<file path="src/verilog/pwl_pkg.sv">
// Package: constants and types for the PIR input and white-light control block
package pwl_pkg;
  localparam int unsigned ADC_W          = 10;
  localparam int unsigned WLT_W          = 8;
  localparam int unsigned JAM_EVENTS     = 12;
  localparam int unsigned JAM_WIN_TICKS  = 4;
  localparam int unsigned JAM_QUIET_TICKS = 10;
  localparam int unsigned JAM_CNT_W      = 4;
  localparam int unsigned TICK_CNT_W     = 8;
  localparam int unsigned ANTI_JAM_BIT   = 5;
  localparam int unsigned TICK_BIT       = 7;
  localparam int unsigned SETTLE_NS      = 40;
  localparam int unsigned CLK_NS         = 4;
  localparam int unsigned SETTLE_CYC     = (SETTLE_NS + CLK_NS - 1) / CLK_NS;
  localparam int unsigned SET_CNT_W      = 8;
  localparam int unsigned SCAN_NORM_CYC  = 250;
  localparam int unsigned SCAN_LOW_CYC   = 1000;
  localparam int unsigned SCAN_CNT_W     = 12;
  // Converter channel selects
  localparam logic [1:0]  CH_LIGHT       = 2'h1;
  localparam logic [1:0]  CH_SENS_ONE    = 2'h2;
  localparam logic [1:0]  CH_SENS_TWO    = 2'h3;
  localparam logic [1:0]  CH_NONE        = 2'h0;

  typedef enum logic [2:0] {
    PWL_IDLE,
    PWL_SENS_START,
    PWL_SENS_WAIT,
    PWL_LIGHT_SETUP,
    PWL_LIGHT_START,
    PWL_LIGHT_WAIT
  } pwl_state_t;
endpackage : pwl_pkg

</file>
<file path="src/verilog/pwl_ctrl.sv">
// Top: PIR sensor input routing, light-pin sampling and white-light immunity
// Functional notes
// - Init automatically configures all sensing pins
// - One or two sensors, normal or low rate
// - Sensor one to converter, differential buffered
// - One sensor: reference on negative input
// - Smallest package ties reference internally
// - Two sensors: sensor two on negative input
// - Nonzero threshold schedules light-pin samples
// - Light pin analog for conversion, then output
// - Light step compensates sensor level shift
// - Sticky light flag until application clears
// - Anti-jam enable is control bit five
// - Twelve quick events start ignoring light
// - Quiet period resumes light handling
// - Tick set by application, cleared by service
`timescale 1ns/100ps
module pwl_ctrl
  import pwl_pkg::*;
#(
  parameter int unsigned AW         = ADC_W,
  parameter int unsigned TW         = WLT_W,
  parameter bit          SMALL_PKG  = 1'b0,
  parameter int unsigned NORM_CYC   = SCAN_NORM_CYC,
  parameter int unsigned LOW_CYC    = SCAN_LOW_CYC,
  parameter int unsigned JAM_EV     = JAM_EVENTS,
  parameter int unsigned JAM_WIN    = JAM_WIN_TICKS,
  parameter int unsigned JAM_QUIET  = JAM_QUIET_TICKS
) (
  input  wire logic          sys_clk,
  input  wire logic          srst,
  input  wire logic          engine_init_entry,
  input  wire logic          engine_enable,
  input  wire logic          dual_sensor_mode,
  input  wire logic          low_scan_rate,
  input  wire logic [TW-1:0] white_light_threshold,
  input  wire logic [7:0]    advanced_control_zero,
  input  wire logic [15:0]   system_clock_khz,
  input  wire logic          tick_set,
  input  wire logic          white_light_clear,
  input  wire logic          adc_done,
  input  wire logic [AW-1:0] adc_data,
  input  wire logic          light_pin_in,
  output      logic          adc_start,
  output      logic [1:0]    adc_pos_sel,
  output      logic [1:0]    adc_neg_sel,
  output      logic          adc_differential,
  output      logic          adc_buffered,
  output      logic          adc_vref_en,
  output      logic          vref_pin_out_en,
  output      logic          vref_to_neg_int,
  output      logic          sensor_one_analog,
  output      logic          sensor_two_or_ref_analog,
  output      logic          light_sense_analog,
  output      logic          light_sense_out,
  output      logic          light_sense_oe_n,
  output      logic          sensor_valid,
  output      logic [AW-1:0] sensor_sample,
  output      logic          light_comp_active,
  output      logic          white_light_detected,
  output      logic          jam_active,
  output      logic          tick_pending,
  output      logic [15:0]   clock_khz_latched
);
  pwl_state_t              state_r;
  logic                    configured_r;
  logic [SCAN_CNT_W-1:0]   scan_r;
  logic [SET_CNT_W-1:0]    settle_r;
  logic [AW-1:0]           light_prev_r;
  logic                    light_prev_ok_r;
  logic                    light_led_r;
  logic                    light_pin_s;
  logic                    wl_en;
  logic                    anti_jam_en;
  logic                    light_step;
  logic                    jammed;
  logic [AW:0]             light_diff;
  logic                    conv_service;

  initial begin
    if (AW < 2 || AW > 16 || TW < 1 || TW > AW)
      $error("pwl_ctrl: width parameter out of range");
    if (NORM_CYC < 1 || LOW_CYC < 1 || LOW_CYC >= (1 << SCAN_CNT_W) ||
        NORM_CYC >= (1 << SCAN_CNT_W))
      $error("pwl_ctrl: scan interval out of range");
  end

  assign wl_en        = (white_light_threshold != '0);
  assign anti_jam_en  = advanced_control_zero[ANTI_JAM_BIT];
  assign conv_service = adc_done && (state_r == PWL_SENS_WAIT);

  // Read-back of the pin level, registered and driven back out on light_sense_out
  pwl_sync #(
    .WIDTH (1)
  ) u_pin_sync (
    .sys_clk (sys_clk),
    .srst    (srst),
    .d       (light_pin_in),
    .q       (light_pin_s)
  );

  always_ff @(posedge sys_clk) begin
    if (srst)
      light_led_r <= 1'b0;
    else
      light_led_r <= light_pin_s;
  end

  // Pin roles and converter mode taken on init
  always_ff @(posedge sys_clk) begin
    if (srst || !engine_enable) begin
      configured_r             <= 1'b0;
      adc_differential         <= 1'b0;
      adc_buffered             <= 1'b0;
      adc_vref_en              <= 1'b0;
      vref_pin_out_en          <= 1'b0;
      vref_to_neg_int          <= 1'b0;
      sensor_one_analog        <= 1'b0;
      sensor_two_or_ref_analog <= 1'b0;
      adc_pos_sel              <= CH_NONE;
      clock_khz_latched        <= '0;
    end else if (engine_init_entry) begin
      configured_r             <= 1'b1;
      clock_khz_latched        <= system_clock_khz;
      sensor_one_analog        <= 1'b1;
      sensor_two_or_ref_analog <= 1'b1;
      adc_pos_sel              <= CH_SENS_ONE;
      adc_differential         <= 1'b1;
      adc_buffered             <= 1'b1;
      adc_vref_en              <= 1'b1;
      vref_pin_out_en          <= !dual_sensor_mode && !SMALL_PKG;
      vref_to_neg_int          <= !dual_sensor_mode && SMALL_PKG;
    end else if (state_r == PWL_LIGHT_START) begin
      adc_pos_sel      <= CH_LIGHT;
      adc_differential <= 1'b0;
    end else if (state_r == PWL_IDLE) begin
      adc_pos_sel      <= configured_r ? CH_SENS_ONE : CH_NONE;
      adc_differential <= configured_r;
    end
  end

  // Negative input set to sensor two on init, whatever the sensor count
  always_ff @(posedge sys_clk) begin
    if (srst || !engine_enable)
      adc_neg_sel <= CH_NONE;
    else if (engine_init_entry)
      adc_neg_sel <= CH_SENS_TWO;
  end

  // Scan interval timer, normal or low rate
  always_ff @(posedge sys_clk) begin
    if (srst || !configured_r)
      scan_r <= '0;
    else if (scan_r == '0 && state_r == PWL_IDLE)
      scan_r <= low_scan_rate ? SCAN_CNT_W'(LOW_CYC - 1)
                              : SCAN_CNT_W'(NORM_CYC - 1);
    else if (scan_r != '0)
      scan_r <= scan_r - 1'b1;
  end

  // Conversion sequencer
  always_ff @(posedge sys_clk) begin
    if (srst || !engine_enable || !configured_r) begin
      state_r   <= PWL_IDLE;
      adc_start <= 1'b0;
      settle_r  <= '0;
    end else begin
      adc_start <= 1'b0;
      case (state_r)
        PWL_IDLE: begin
          if (scan_r == '0) begin
            state_r <= PWL_SENS_START;
          end
        end
        PWL_SENS_START: begin
          adc_start <= 1'b1;
          state_r   <= PWL_SENS_WAIT;
        end
        PWL_SENS_WAIT: begin
          if (adc_done) begin
            if (wl_en) begin
              state_r  <= PWL_LIGHT_SETUP;
              settle_r <= SET_CNT_W'(SETTLE_CYC);
            end else begin
              state_r <= PWL_IDLE;
            end
          end
        end
        PWL_LIGHT_SETUP: begin
          if (settle_r == '0)
            state_r <= PWL_LIGHT_START;
          else
            settle_r <= settle_r - 1'b1;
        end
        PWL_LIGHT_START: begin
          adc_start <= 1'b1;
          state_r   <= PWL_LIGHT_WAIT;
        end
        PWL_LIGHT_WAIT: begin
          if (adc_done)
            state_r <= PWL_IDLE;
        end
        default: begin
          state_r <= PWL_IDLE;
        end
      endcase
    end
  end

  // Light pin: digital output once configured, except while sampled
  always_ff @(posedge sys_clk) begin
    if (srst || !configured_r) begin
      light_sense_analog <= 1'b0;
      light_sense_oe_n   <= 1'b1;
      light_sense_out    <= 1'b0;
    end else if (state_r == PWL_LIGHT_SETUP || state_r == PWL_LIGHT_START ||
                 (state_r == PWL_LIGHT_WAIT && !adc_done)) begin
      light_sense_analog <= 1'b1;
      light_sense_oe_n   <= 1'b1;
    end else begin
      light_sense_analog <= 1'b0;
      light_sense_oe_n   <= 1'b0;
      light_sense_out    <= light_led_r;
    end
  end

  // Light step detection against previous sample
  assign light_diff = {1'b0, adc_data} - {1'b0, light_prev_r};
  assign light_step = (state_r == PWL_LIGHT_WAIT) && adc_done && light_prev_ok_r &&
                      !light_diff[AW] &&
                      (light_diff[AW-1:0] > AW'(white_light_threshold));

  always_ff @(posedge sys_clk) begin
    if (srst || !configured_r || !wl_en) begin
      light_prev_r    <= '0;
      light_prev_ok_r <= 1'b0;
    end else if (state_r == PWL_LIGHT_WAIT && adc_done) begin
      light_prev_r    <= adc_data;
      light_prev_ok_r <= 1'b1;
    end
  end

  pwl_jam #(
    .EVENTS (JAM_EV),
    .WIN    (JAM_WIN),
    .QUIET  (JAM_QUIET)
  ) u_jam (
    .sys_clk  (sys_clk),
    .srst     (srst),
    .enable   (anti_jam_en && wl_en),
    .tick     (tick_pending && conv_service),
    .event_in (light_step),
    .jammed   (jammed)
  );

  // Compensation window, ends at next tick; ignored while jammed
  always_ff @(posedge sys_clk) begin
    if (srst || !wl_en || jammed)
      light_comp_active <= 1'b0;
    else if (light_step)
      light_comp_active <= 1'b1;
    else if (tick_pending && conv_service)
      light_comp_active <= 1'b0;
  end

  // Sticky flag: set wins over clear
  always_ff @(posedge sys_clk) begin
    if (srst)
      white_light_detected <= 1'b0;
    else if (light_step && !jammed)
      white_light_detected <= 1'b1;
    else if (white_light_clear)
      white_light_detected <= 1'b0;
  end

  always_ff @(posedge sys_clk) begin
    if (srst)
      jam_active <= 1'b0;
    else
      jam_active <= jammed;
  end

  // Housekeeping tick: set wins over clear
  always_ff @(posedge sys_clk) begin
    if (srst)
      tick_pending <= 1'b0;
    else if (tick_set)
      tick_pending <= 1'b1;
    else if (conv_service)
      tick_pending <= 1'b0;
  end

  // Sensor result capture
  always_ff @(posedge sys_clk) begin
    if (srst || !configured_r) begin
      sensor_valid  <= 1'b0;
      sensor_sample <= '0;
    end else begin
      sensor_valid <= conv_service;
      if (conv_service)
        sensor_sample <= adc_data;
    end
  end
endmodule : pwl_ctrl

</file>
<file path="src/verilog/pwl_sync.sv">
// Two-flop synchroniser for a pin-level input
`timescale 1ns/100ps
module pwl_sync
  import pwl_pkg::*;
#(
  parameter int unsigned WIDTH = 1
) (
  input  wire logic             sys_clk,
  input  wire logic             srst,
  input  wire logic [WIDTH-1:0] d,
  output      logic [WIDTH-1:0] q
);
  logic [WIDTH-1:0] meta_r;

  always_ff @(posedge sys_clk) begin
    if (srst) begin
      meta_r <= '0;
      q      <= '0;
    end else begin
      meta_r <= d;
      q      <= meta_r;
    end
  end
endmodule : pwl_sync

</file>
<file path="src/verilog/pwl_jam.sv">
// Anti-jam event counter with window and quiet period in housekeeping ticks
`timescale 1ns/100ps
module pwl_jam
  import pwl_pkg::*;
#(
  parameter int unsigned EVENTS  = JAM_EVENTS,
  parameter int unsigned WIN     = JAM_WIN_TICKS,
  parameter int unsigned QUIET   = JAM_QUIET_TICKS
) (
  input  wire logic sys_clk,
  input  wire logic srst,
  input  wire logic enable,
  input  wire logic tick,
  input  wire logic event_in,
  output      logic jammed
);
  logic [JAM_CNT_W-1:0]  ev_cnt_r;
  logic [TICK_CNT_W-1:0] win_r;
  logic [TICK_CNT_W-1:0] quiet_r;

  initial begin
    if (EVENTS < 1 || EVENTS >= (1 << JAM_CNT_W) || WIN < 1 || QUIET < 1 ||
        WIN >= (1 << TICK_CNT_W) || QUIET >= (1 << TICK_CNT_W))
      $error("pwl_jam: parameter out of range");
  end

  // Events counted inside a window; window restarts on first event
  always_ff @(posedge sys_clk) begin
    if (srst || !enable) begin
      ev_cnt_r <= '0;
      win_r    <= '0;
    end else if (jammed) begin
      ev_cnt_r <= '0;
      win_r    <= '0;
    end else if (event_in) begin
      ev_cnt_r <= ev_cnt_r + 1'b1;
      if (ev_cnt_r == '0)
        win_r <= TICK_CNT_W'(WIN);
    end else if (tick && win_r != '0) begin
      win_r <= win_r - 1'b1;
      if (win_r == 1)
        ev_cnt_r <= '0;
    end
  end

  // Suppression held until a quiet span passes without events
  always_ff @(posedge sys_clk) begin
    if (srst || !enable) begin
      jammed  <= 1'b0;
      quiet_r <= '0;
    end else if (!jammed) begin
      if (event_in && ev_cnt_r == JAM_CNT_W'(EVENTS - 1)) begin
        jammed  <= 1'b1;
        quiet_r <= TICK_CNT_W'(QUIET);
      end
    end else if (event_in) begin
      quiet_r <= TICK_CNT_W'(QUIET);
    end else if (tick) begin
      if (quiet_r == 1)
        jammed <= 1'b0;
      quiet_r <= quiet_r - 1'b1;
    end
  end
endmodule : pwl_jam

</file>
<file path="config.mk">
export PLATFORM = sky130hd
export DESIGN_NAME = pwl_ctrl
export DESIGN_NICKNAME = d
export VERILOG_FILES = /design/src/verilog/pwl_pkg.sv /design/src/verilog/pwl_ctrl.sv /design/src/verilog/pwl_sync.sv /design/src/verilog/pwl_jam.sv
export SDC_FILE = /design/constraint.sdc
export NUM_CORES = 1
export LEC_CHECK = 0
export CORE_UTILIZATION = 39
export CTS_CLUSTER_SIZE = 14
export DETAILED_ROUTE_END_ITERATION = 7
export DONT_BUFFER_PORTS = 1
export GPL_TIMING_DRIVEN = 0
export HOLD_SLACK_MARGIN = 0.08
export PLACE_DENSITY = 0.56
export SKIP_CTS_REPAIR_TIMING = 1
export SLEW_MARGIN = 30
export SYNTH_ARGS = -nofsm -noshare
export SYNTH_HDL_FRONTEND = slang
export SYNTH_SLANG_ARGS = --single-unit
</file>
<file path="constraint.sdc">
create_clock -name sys_clk -period 2.87 [get_ports sys_clk]
set_input_delay 0.1435 -clock sys_clk [delete_from_list [all_inputs] [get_ports sys_clk]]
set_output_delay 0.1435 -clock sys_clk [all_outputs]
set_load 0.01 [all_outputs]
</file>
==> results.py, run 1 <==
metrics = {
    "final_layout": {
        "drive_gt1_share_pct": 11.71,
        "final_util_pct": 49.43,
        "layout_commonest_cell": "dfxtp_1",
        "diodes": 0,
        "final_nets": 726,
        "fin_area_sq_um": 6012,
        "fill_cells": 1163,
        "mostFrequentLayoutCells": "dfxtp_1, nor2_1, nand2_1",
        "final_cell_count_no_fill": 817,
        "area_delta_synth_final_pct": 22.48,
    },
    "sta": {
        "fin_skew_ns": 0.004637,
        "slew_viol_final": 0,
        "fmax_mhz": 322.7,
        "worst_slew_pin_slew_ns": 0.7005,
        "setup_violations": 21,
        "final.min_clock_period_ns": 3.099,
        "setup_tns_ns": -3.286,
        "hold_viol": 0,
        "holdWs_ns": 0.07582,
        "slew_headroom_pct": 53.30,
        "postLayoutSetupSlackWorst_ns": -0.2288,
        "rsz0062_at_grt": "true",
        "post-route-period-util_pct": 108.0,
    },
    "critical_path": {
        "path_max_fanout": 5,
        "crit_type": "reg2reg",
        "crit_chain": "ha_4, inv_2, fa_2, a21o_1, a21oi_1, xnor2_1, ha_1, and3_1, o21ai_0, nand3_1, o211ai_1, buf_4, a41o_4, or3_1, a31oi_1",
        "worstPathRequired_ns": 3.13,
        "worst_path_max_delay_cell": "dfxtp_4",
        "start_kind": "register",
        "end_kind": "register",
        "crit_buf_inv": 2,
        "worstPathArrival_ns": 3.36,
        "cpLargestDelayFamily": "compound AO/OA/AOI/OAI gates",
        "cp_slowest_stage_delay_ns": 0.37,
    },
    "synth": {
        "yosysTopAreaCell": "dfxtp_1",
        "synth_cells": 595,
        "synthFlopType": "dfxtp_1",
        "synth_top_area_share_pct": 39.56,
        "ys_types": 62,
        "syn-num-nets": 677,
        "yosysWarnings": 0,
        "netlist_area_sq_um": 4908,
        "synth_edf_count": 0,
        "syn_area_per_cell_sq_um": 8.250,
        "seq_area_frac_synth_pct": 39.56,
        "synth_area_leaders": "dfxtp_1, ha_1, nor2_1",
        "synth-async-reset-ratio_pct": 0,
        "synth_seq_cells": 97,
    },
    "clock_network": {
        "cts.path.max_buffers": 2,
        "cts_buffers": 9,
        "cts_root_buffer": "clkbuf_16",
        "cts_tree": "done",
        "htreeDepth": 3,
        "clock-sinks": 97,
        "insertion_delay_ns": 0.34,
        "path_clk_slew_ns": 0.06,
    },
    "flow_run": {
        "drv_cap": 0,
    },
    "power_and_ir_drop": {
        "p_total_mw": 2.891,
        "ir_drop_mv": 0.3249,
        "p_per_area_nw_per_um2": 480.8,
        "leakagePower_nw": 2.303,
    },
    "global_route": {
        "grtUsageMet3_pct": 3.864,
        "grt_pass1_vias": 3897,
        "grt_max_degree": 15,
        "grt_pass1_wl_um": 18400,
        "use_met1_pct": 22.97,
        "top_usage_layer": "met2",
        "grt_overflow": 0,
        "antenna_found_initial": 0,
        "grtUsageTotal_pct": 17.94,
        "grt_use_met2_pct": 28.93,
    },
    "place": {
        "post-place-ws_ns": -0.5402,
        "routabilityCongestion": 0.8289,
        "portBuffers": 0,
        "dp.final_hpwl_um": 8479,
        "place_area_sq_um": 5145,
        "dp.cells": 763,
    },
    "floorplanning": {
        "core_area_sq_um": 12160,
        "ioPinCount": 98,
        "die_w_um": 114.2,
        "core.rowCount": 40,
        "fp.dieH_um": 114.2,
        "die_area_sq_um": 13040,
        "start_util_pct": 40.36,
    },
    "detailed_routing": {
        "firstDrtPassIters": 4,
        "drc": 0,
        "via_per_inst": 5.190,
        "drtIter0Drc": 226,
        "num_vias": 4240,
        "wl_um": 12040,
        "wl_per_cell_um": 14.74,
        "drtAntennaViolNets": 0,
    },
    "outcome": {
        "violations": "negative setup slack",
        "status": "finished with violations",
    },
    "min_path": {
        "hold_class": "in2reg",
    },
}
worst min-delay path, cell delays in order:
cell,delay [ns]
nand2_1,0.06
nor2_1,0.06
nand2_1,0.06
a21oi_1,0.05
per-layer routing:
metal / routed length (um) / part of all wire [%] / vias up
met2: 5602 / 47 / 102
met1: 5713 / 47 / 1966
met3: 542 / 4.5 / 13
met5: 0 / 0 / -
li1: - / - / 2159
met4: 184 / 1.5 / 0
layout make-up:
| class | count | area [sq um] | area share, % |
|---|---|---|---|
| clock inverter | 2 | 10.01 | 0.1665 |
| inverter | 36 | 137.6 | 2.289 |
| clock buffer | 14 | 284.0 | 4.724 |
| sequential | 97 | 1947 | 32.38 |
| tap | 168 | 210.2 | 3.496 |
| timing repair buffer | 38 | 377.9 | 6.285 |
| multi-input combinational | 434 | 2887 | 48.01 |
| buffer | 28 | 158.9 | 2.643 |
registers in the layout, indices dropped and copies added (netlist names), 2 cells and up:
signal             flops
u_jam.win_r            8
sensor_sample         10
light_prev_r          10
scan_r                12
adc_pos_sel            2
u_jam.ev_cnt_r         4
settle_r               8
state_r                3
u_jam.quiet_r          8
clock_khz_latched     16
power breakdown:
group | leakage [nW] | internal [mW] | switching [mW] | total [mW]
logic | 1.37 | 0.156 | 0.168 | 0.324
registers | 0.786 | 1.36 | 0.0226 | 1.39
clock network | 0.149 | 0.680 | 0.500 | 1.18
cell families (layout without fill, tap and decap cells):
family / after synthesis / count (layout) / synth area share (%)
AO/OA/AOI/OAI: 123 / 123 / 16.09
XOR/XNOR: 19 / 19 / 3.390
adder cells (fa/ha/maj): 30 / 30 / 7.800
buffers and inverters: 64 / 118 / 5.659
flip-flops: 97 / 97 / 39.56
multiplexers: 20 / 20 / 4.104
other: 1 / 1 / 0.07640
AND/OR/NAND/NOR: 241 / 241 / 23.32
synth_stat cells (all sizes together), types with 3 or more instances:
cell type,number
ha,29
nor3b,3
a21o,6
a211oi,6
nand3,22
a41oi,3
mux2i,19
nor2,75
clkbuf,16
xor2,4
o21ai,21
o21a,8
inv,36
nor2b,11
o211ai,4
and3,4
a21oi,47
buf,12
nor3,15
xnor2,15
nand2,71
or2,3
or3,6
nor4,14
nand2b,3
a31oi,7
dfxtp,97
and2,4
path summary, 6_finish.rpt:
check / startpoint / endpoint / slack, ns / depth (start not counted)
min reg2reg: scan_r[10] / scan_r[10] / 0.45 / 2
min: adc_done / light_prev_r[0] / 0.08 / 4
max reg2reg: light_prev_r[0] / u_jam.ev_cnt_r[3] / -0.23 / 15
max: light_prev_r[0] / u_jam.ev_cnt_r[3] / -0.23 / 15
No activity file was read; power rests on OpenSTA's default activity.
==> run 2, diff against run 1 <==
--- a/config.mk
+++ b/config.mk
@@ -11,7 +11,7 @@
 export DONT_BUFFER_PORTS = 1
 export GPL_TIMING_DRIVEN = 0
 export HOLD_SLACK_MARGIN = 0.08
-export PLACE_DENSITY = 0.56
+export PLACE_DENSITY = 0.63
 export SKIP_CTS_REPAIR_TIMING = 1
 export SLEW_MARGIN = 30
 export SYNTH_ARGS = -nofsm -noshare
==> run 2 against run 1 <==
Register-to-register slack got worse by 0.07 ns. Critical path type unchanged. Cell count rose by 0.73%. Highest routed layer unchanged. The run still ends with negative setup slack left. Combinational power rose by 2%. Via count rose by 1.7%. Non-clock buffer count rose by 6. Wire length fell by 1.1%.
==> results.py, run 2 (synthesized netlist as in run 1, its figures left out) <==
metrics = {
    "detailed_routing": {
        "drc": 0,
        "firstDrtPassIters": 4,
        "num_vias": 4314,
        "drtIter0Drc": 207,
        "wl_per_cell_um": 14.47,
        "via_per_inst": 5.242,
        "wl_um": 11910,
        "drtAntennaViolNets": 0,
    },
    "sta": {
        "slew_viol_final": 0,
        "worst_slew_pin_slew_ns": 0.6983,
        "final.min_clock_period_ns": 3.167,
        "setup_violations": 23,
        "holdWs_ns": 0.08218,
        "fmax_mhz": 315.8,
        "setup_tns_ns": -4.856,
        "post-route-period-util_pct": 110.3,
        "fin_skew_ns": 0.006502,
        "rsz0062_at_grt": "true",
        "slew_headroom_pct": 53.45,
        "hold_viol": 0,
        "postLayoutSetupSlackWorst_ns": -0.2970,
    },
    "critical_path": {
        "crit_type": "reg2reg",
        "end_kind": "register",
        "crit_buf_inv": 2,
        "worstRegToRegCells": 15,
        "worst_path_max_delay_cell": "or2_2",
        "crit_chain": "inv_2, ha_4, nor2b_4, o31a_1, o21a_1, nor2_2, xnor2_2, ha_1, o21a_1, o21a_1, o211ai_1, buf_4, a41oi_4, or2_2, a31oi_1",
        "cpLargestDelayFamily": "compound AO/OA/AOI/OAI gates",
        "crit_top_cell": "o21a_1",
        "start_kind": "register",
        "worstPathArrival_ns": 3.44,
        "path_max_fanout": 5,
        "cp.depth": 15,
        "worstPathRequired_ns": 3.14,
        "cp_slowest_stage_delay_ns": 0.35,
    },
    "global_route": {
        "grt_pass1_wl_um": 18260,
        "grt_max_degree": 16,
        "grtUsageTotal_pct": 17.64,
        "grt_pass1_vias": 3862,
        "antenna_found_initial": 0,
        "grt_overflow": 0,
    },
    "min_path": {
        "min_path_cells": 3,
        "hold_class": "in2reg",
    },
    "outcome": {
        "violations": "negative setup slack",
        "status": "finished with violations",
    },
    "final_layout": {
        "fill_cells": 1136,
        "final_cell_count_no_fill": 823,
        "top_regs": "clock_khz_latched (16), scan_r (12)",
        "top_register": "clock_khz_latched",
        "largest_reg_flops": 16,
        "area_delta_synth_final_pct": 24.62,
        "layout_commonest_cell": "dfxtp_1",
        "final_nets": 732,
        "mostFrequentLayoutCells": "dfxtp_1, nor2_1, nand2_1",
        "drive_gt1_share_pct": 12.37,
        "diodes": 0,
    },
    "floorplanning": {
        "die_w_um": 114.2,
        "fp.dieH_um": 114.2,
        "core.rowCount": 40,
        "start_util_pct": 40.36,
        "core_area_sq_um": 12160,
        "ioPinCount": 98,
        "die_area_sq_um": 13040,
    },
    "clock_network": {
        "cts.path.max_buffers": 2,
        "cts_root_buffer": "clkbuf_16",
        "clock-sinks": 97,
        "cts_buffers": 9,
        "cts_tree": "done",
        "path_clk_slew_ns": 0.07,
        "insertion_delay_ns": 0.35,
        "htreeDepth": 3,
    },
    "place": {
        "dp.final_hpwl_um": 8393,
        "dp.cells": 763,
        "portBuffers": 0,
        "routabilityCongestion": 0.8783,
    },
    "flow_run": {
        "drv_cap": 0,
    },
    "power_and_ir_drop": {
        "leakagePower_nw": 2.337,
        "ir_drop_mv": 0.3302,
        "p_total_mw": 3.075,
        "p_per_area_nw_per_um2": 502.7,
    },
}
run 2: changes by cell type in the layout (fill, tap and decap cells not counted), moves of 2 or more:
cell / previous run / this run
buf_4: 12 / 16
bufinv_16: 0 / 3
clkbuf_8: 4 / 0
nand3_1: 17 / 19
nand3_4: 2 / 0
o2bb2ai_1: 2 / 0
o2bb2ai_2: 0 / 2
run 2: report_power, final:
group	internal, mW	switching [mW]	total (mW)	leakage, nW
sequential	1.36	0.0222	1.39	0.786
combinational	0.159	0.171	0.330	1.39
clock	0.852	0.506	1.36	0.164
total	2.38	0.699	3.07	2.34
run 2: final timing paths:
path / from / endpoint / slack (ns)
hold / removal: adc_done / sensor_sample[0] / 0.08
hold reg to reg: u_pin_sync.q / light_led_r / 0.44
setup reg to reg: light_prev_r[1] / u_jam.win_r[6] / -0.30
setup / recovery: light_prev_r[1] / u_jam.win_r[6] / -0.30
run 2: stage by stage:
step,util [%],setup slack [ns],cell area (sq um)
after floorplan,-,-0.05799,4935
after detailed placement,42.30,-0.5849,5145
after global placement,42.30,-0.5441,5145
after CTS,45.07,-0.6243,5482
final,50.30,-0.2970,6117
after global routing,50.30,-0.4250,6117
run 2: metal layers:
metal  track usage, %  routed length [um]  share of wire (%)  up-vias
met2            27.47                5668                 48      100
met4            7.706                 190                1.6        0
li1                 -                   -                  -     2173
met1            22.42                5400                 45     2026
met5                0                   0                  0        -
met3            5.506                 648                5.4       15
run 2: area by class of cell:
cell class,count,area (sq um),share of cell area (%)
inverters,36,135.1,2.209
repair buffers,44,429.2,7.016
plain buffers,28,158.9,2.598
well taps,168,210.2,3.436
flip-flops and latches,97,1947,31.83
clock buffers,11,232.7,3.804
clock inverters,5,103.9,1.698
multi-input cells,434,2900,47.41
run 2: worst min-delay path, cell delays in order:
cell,delay [ns]
nand3_1,0.10
nand2_1,0.09
a21oi_1,0.05
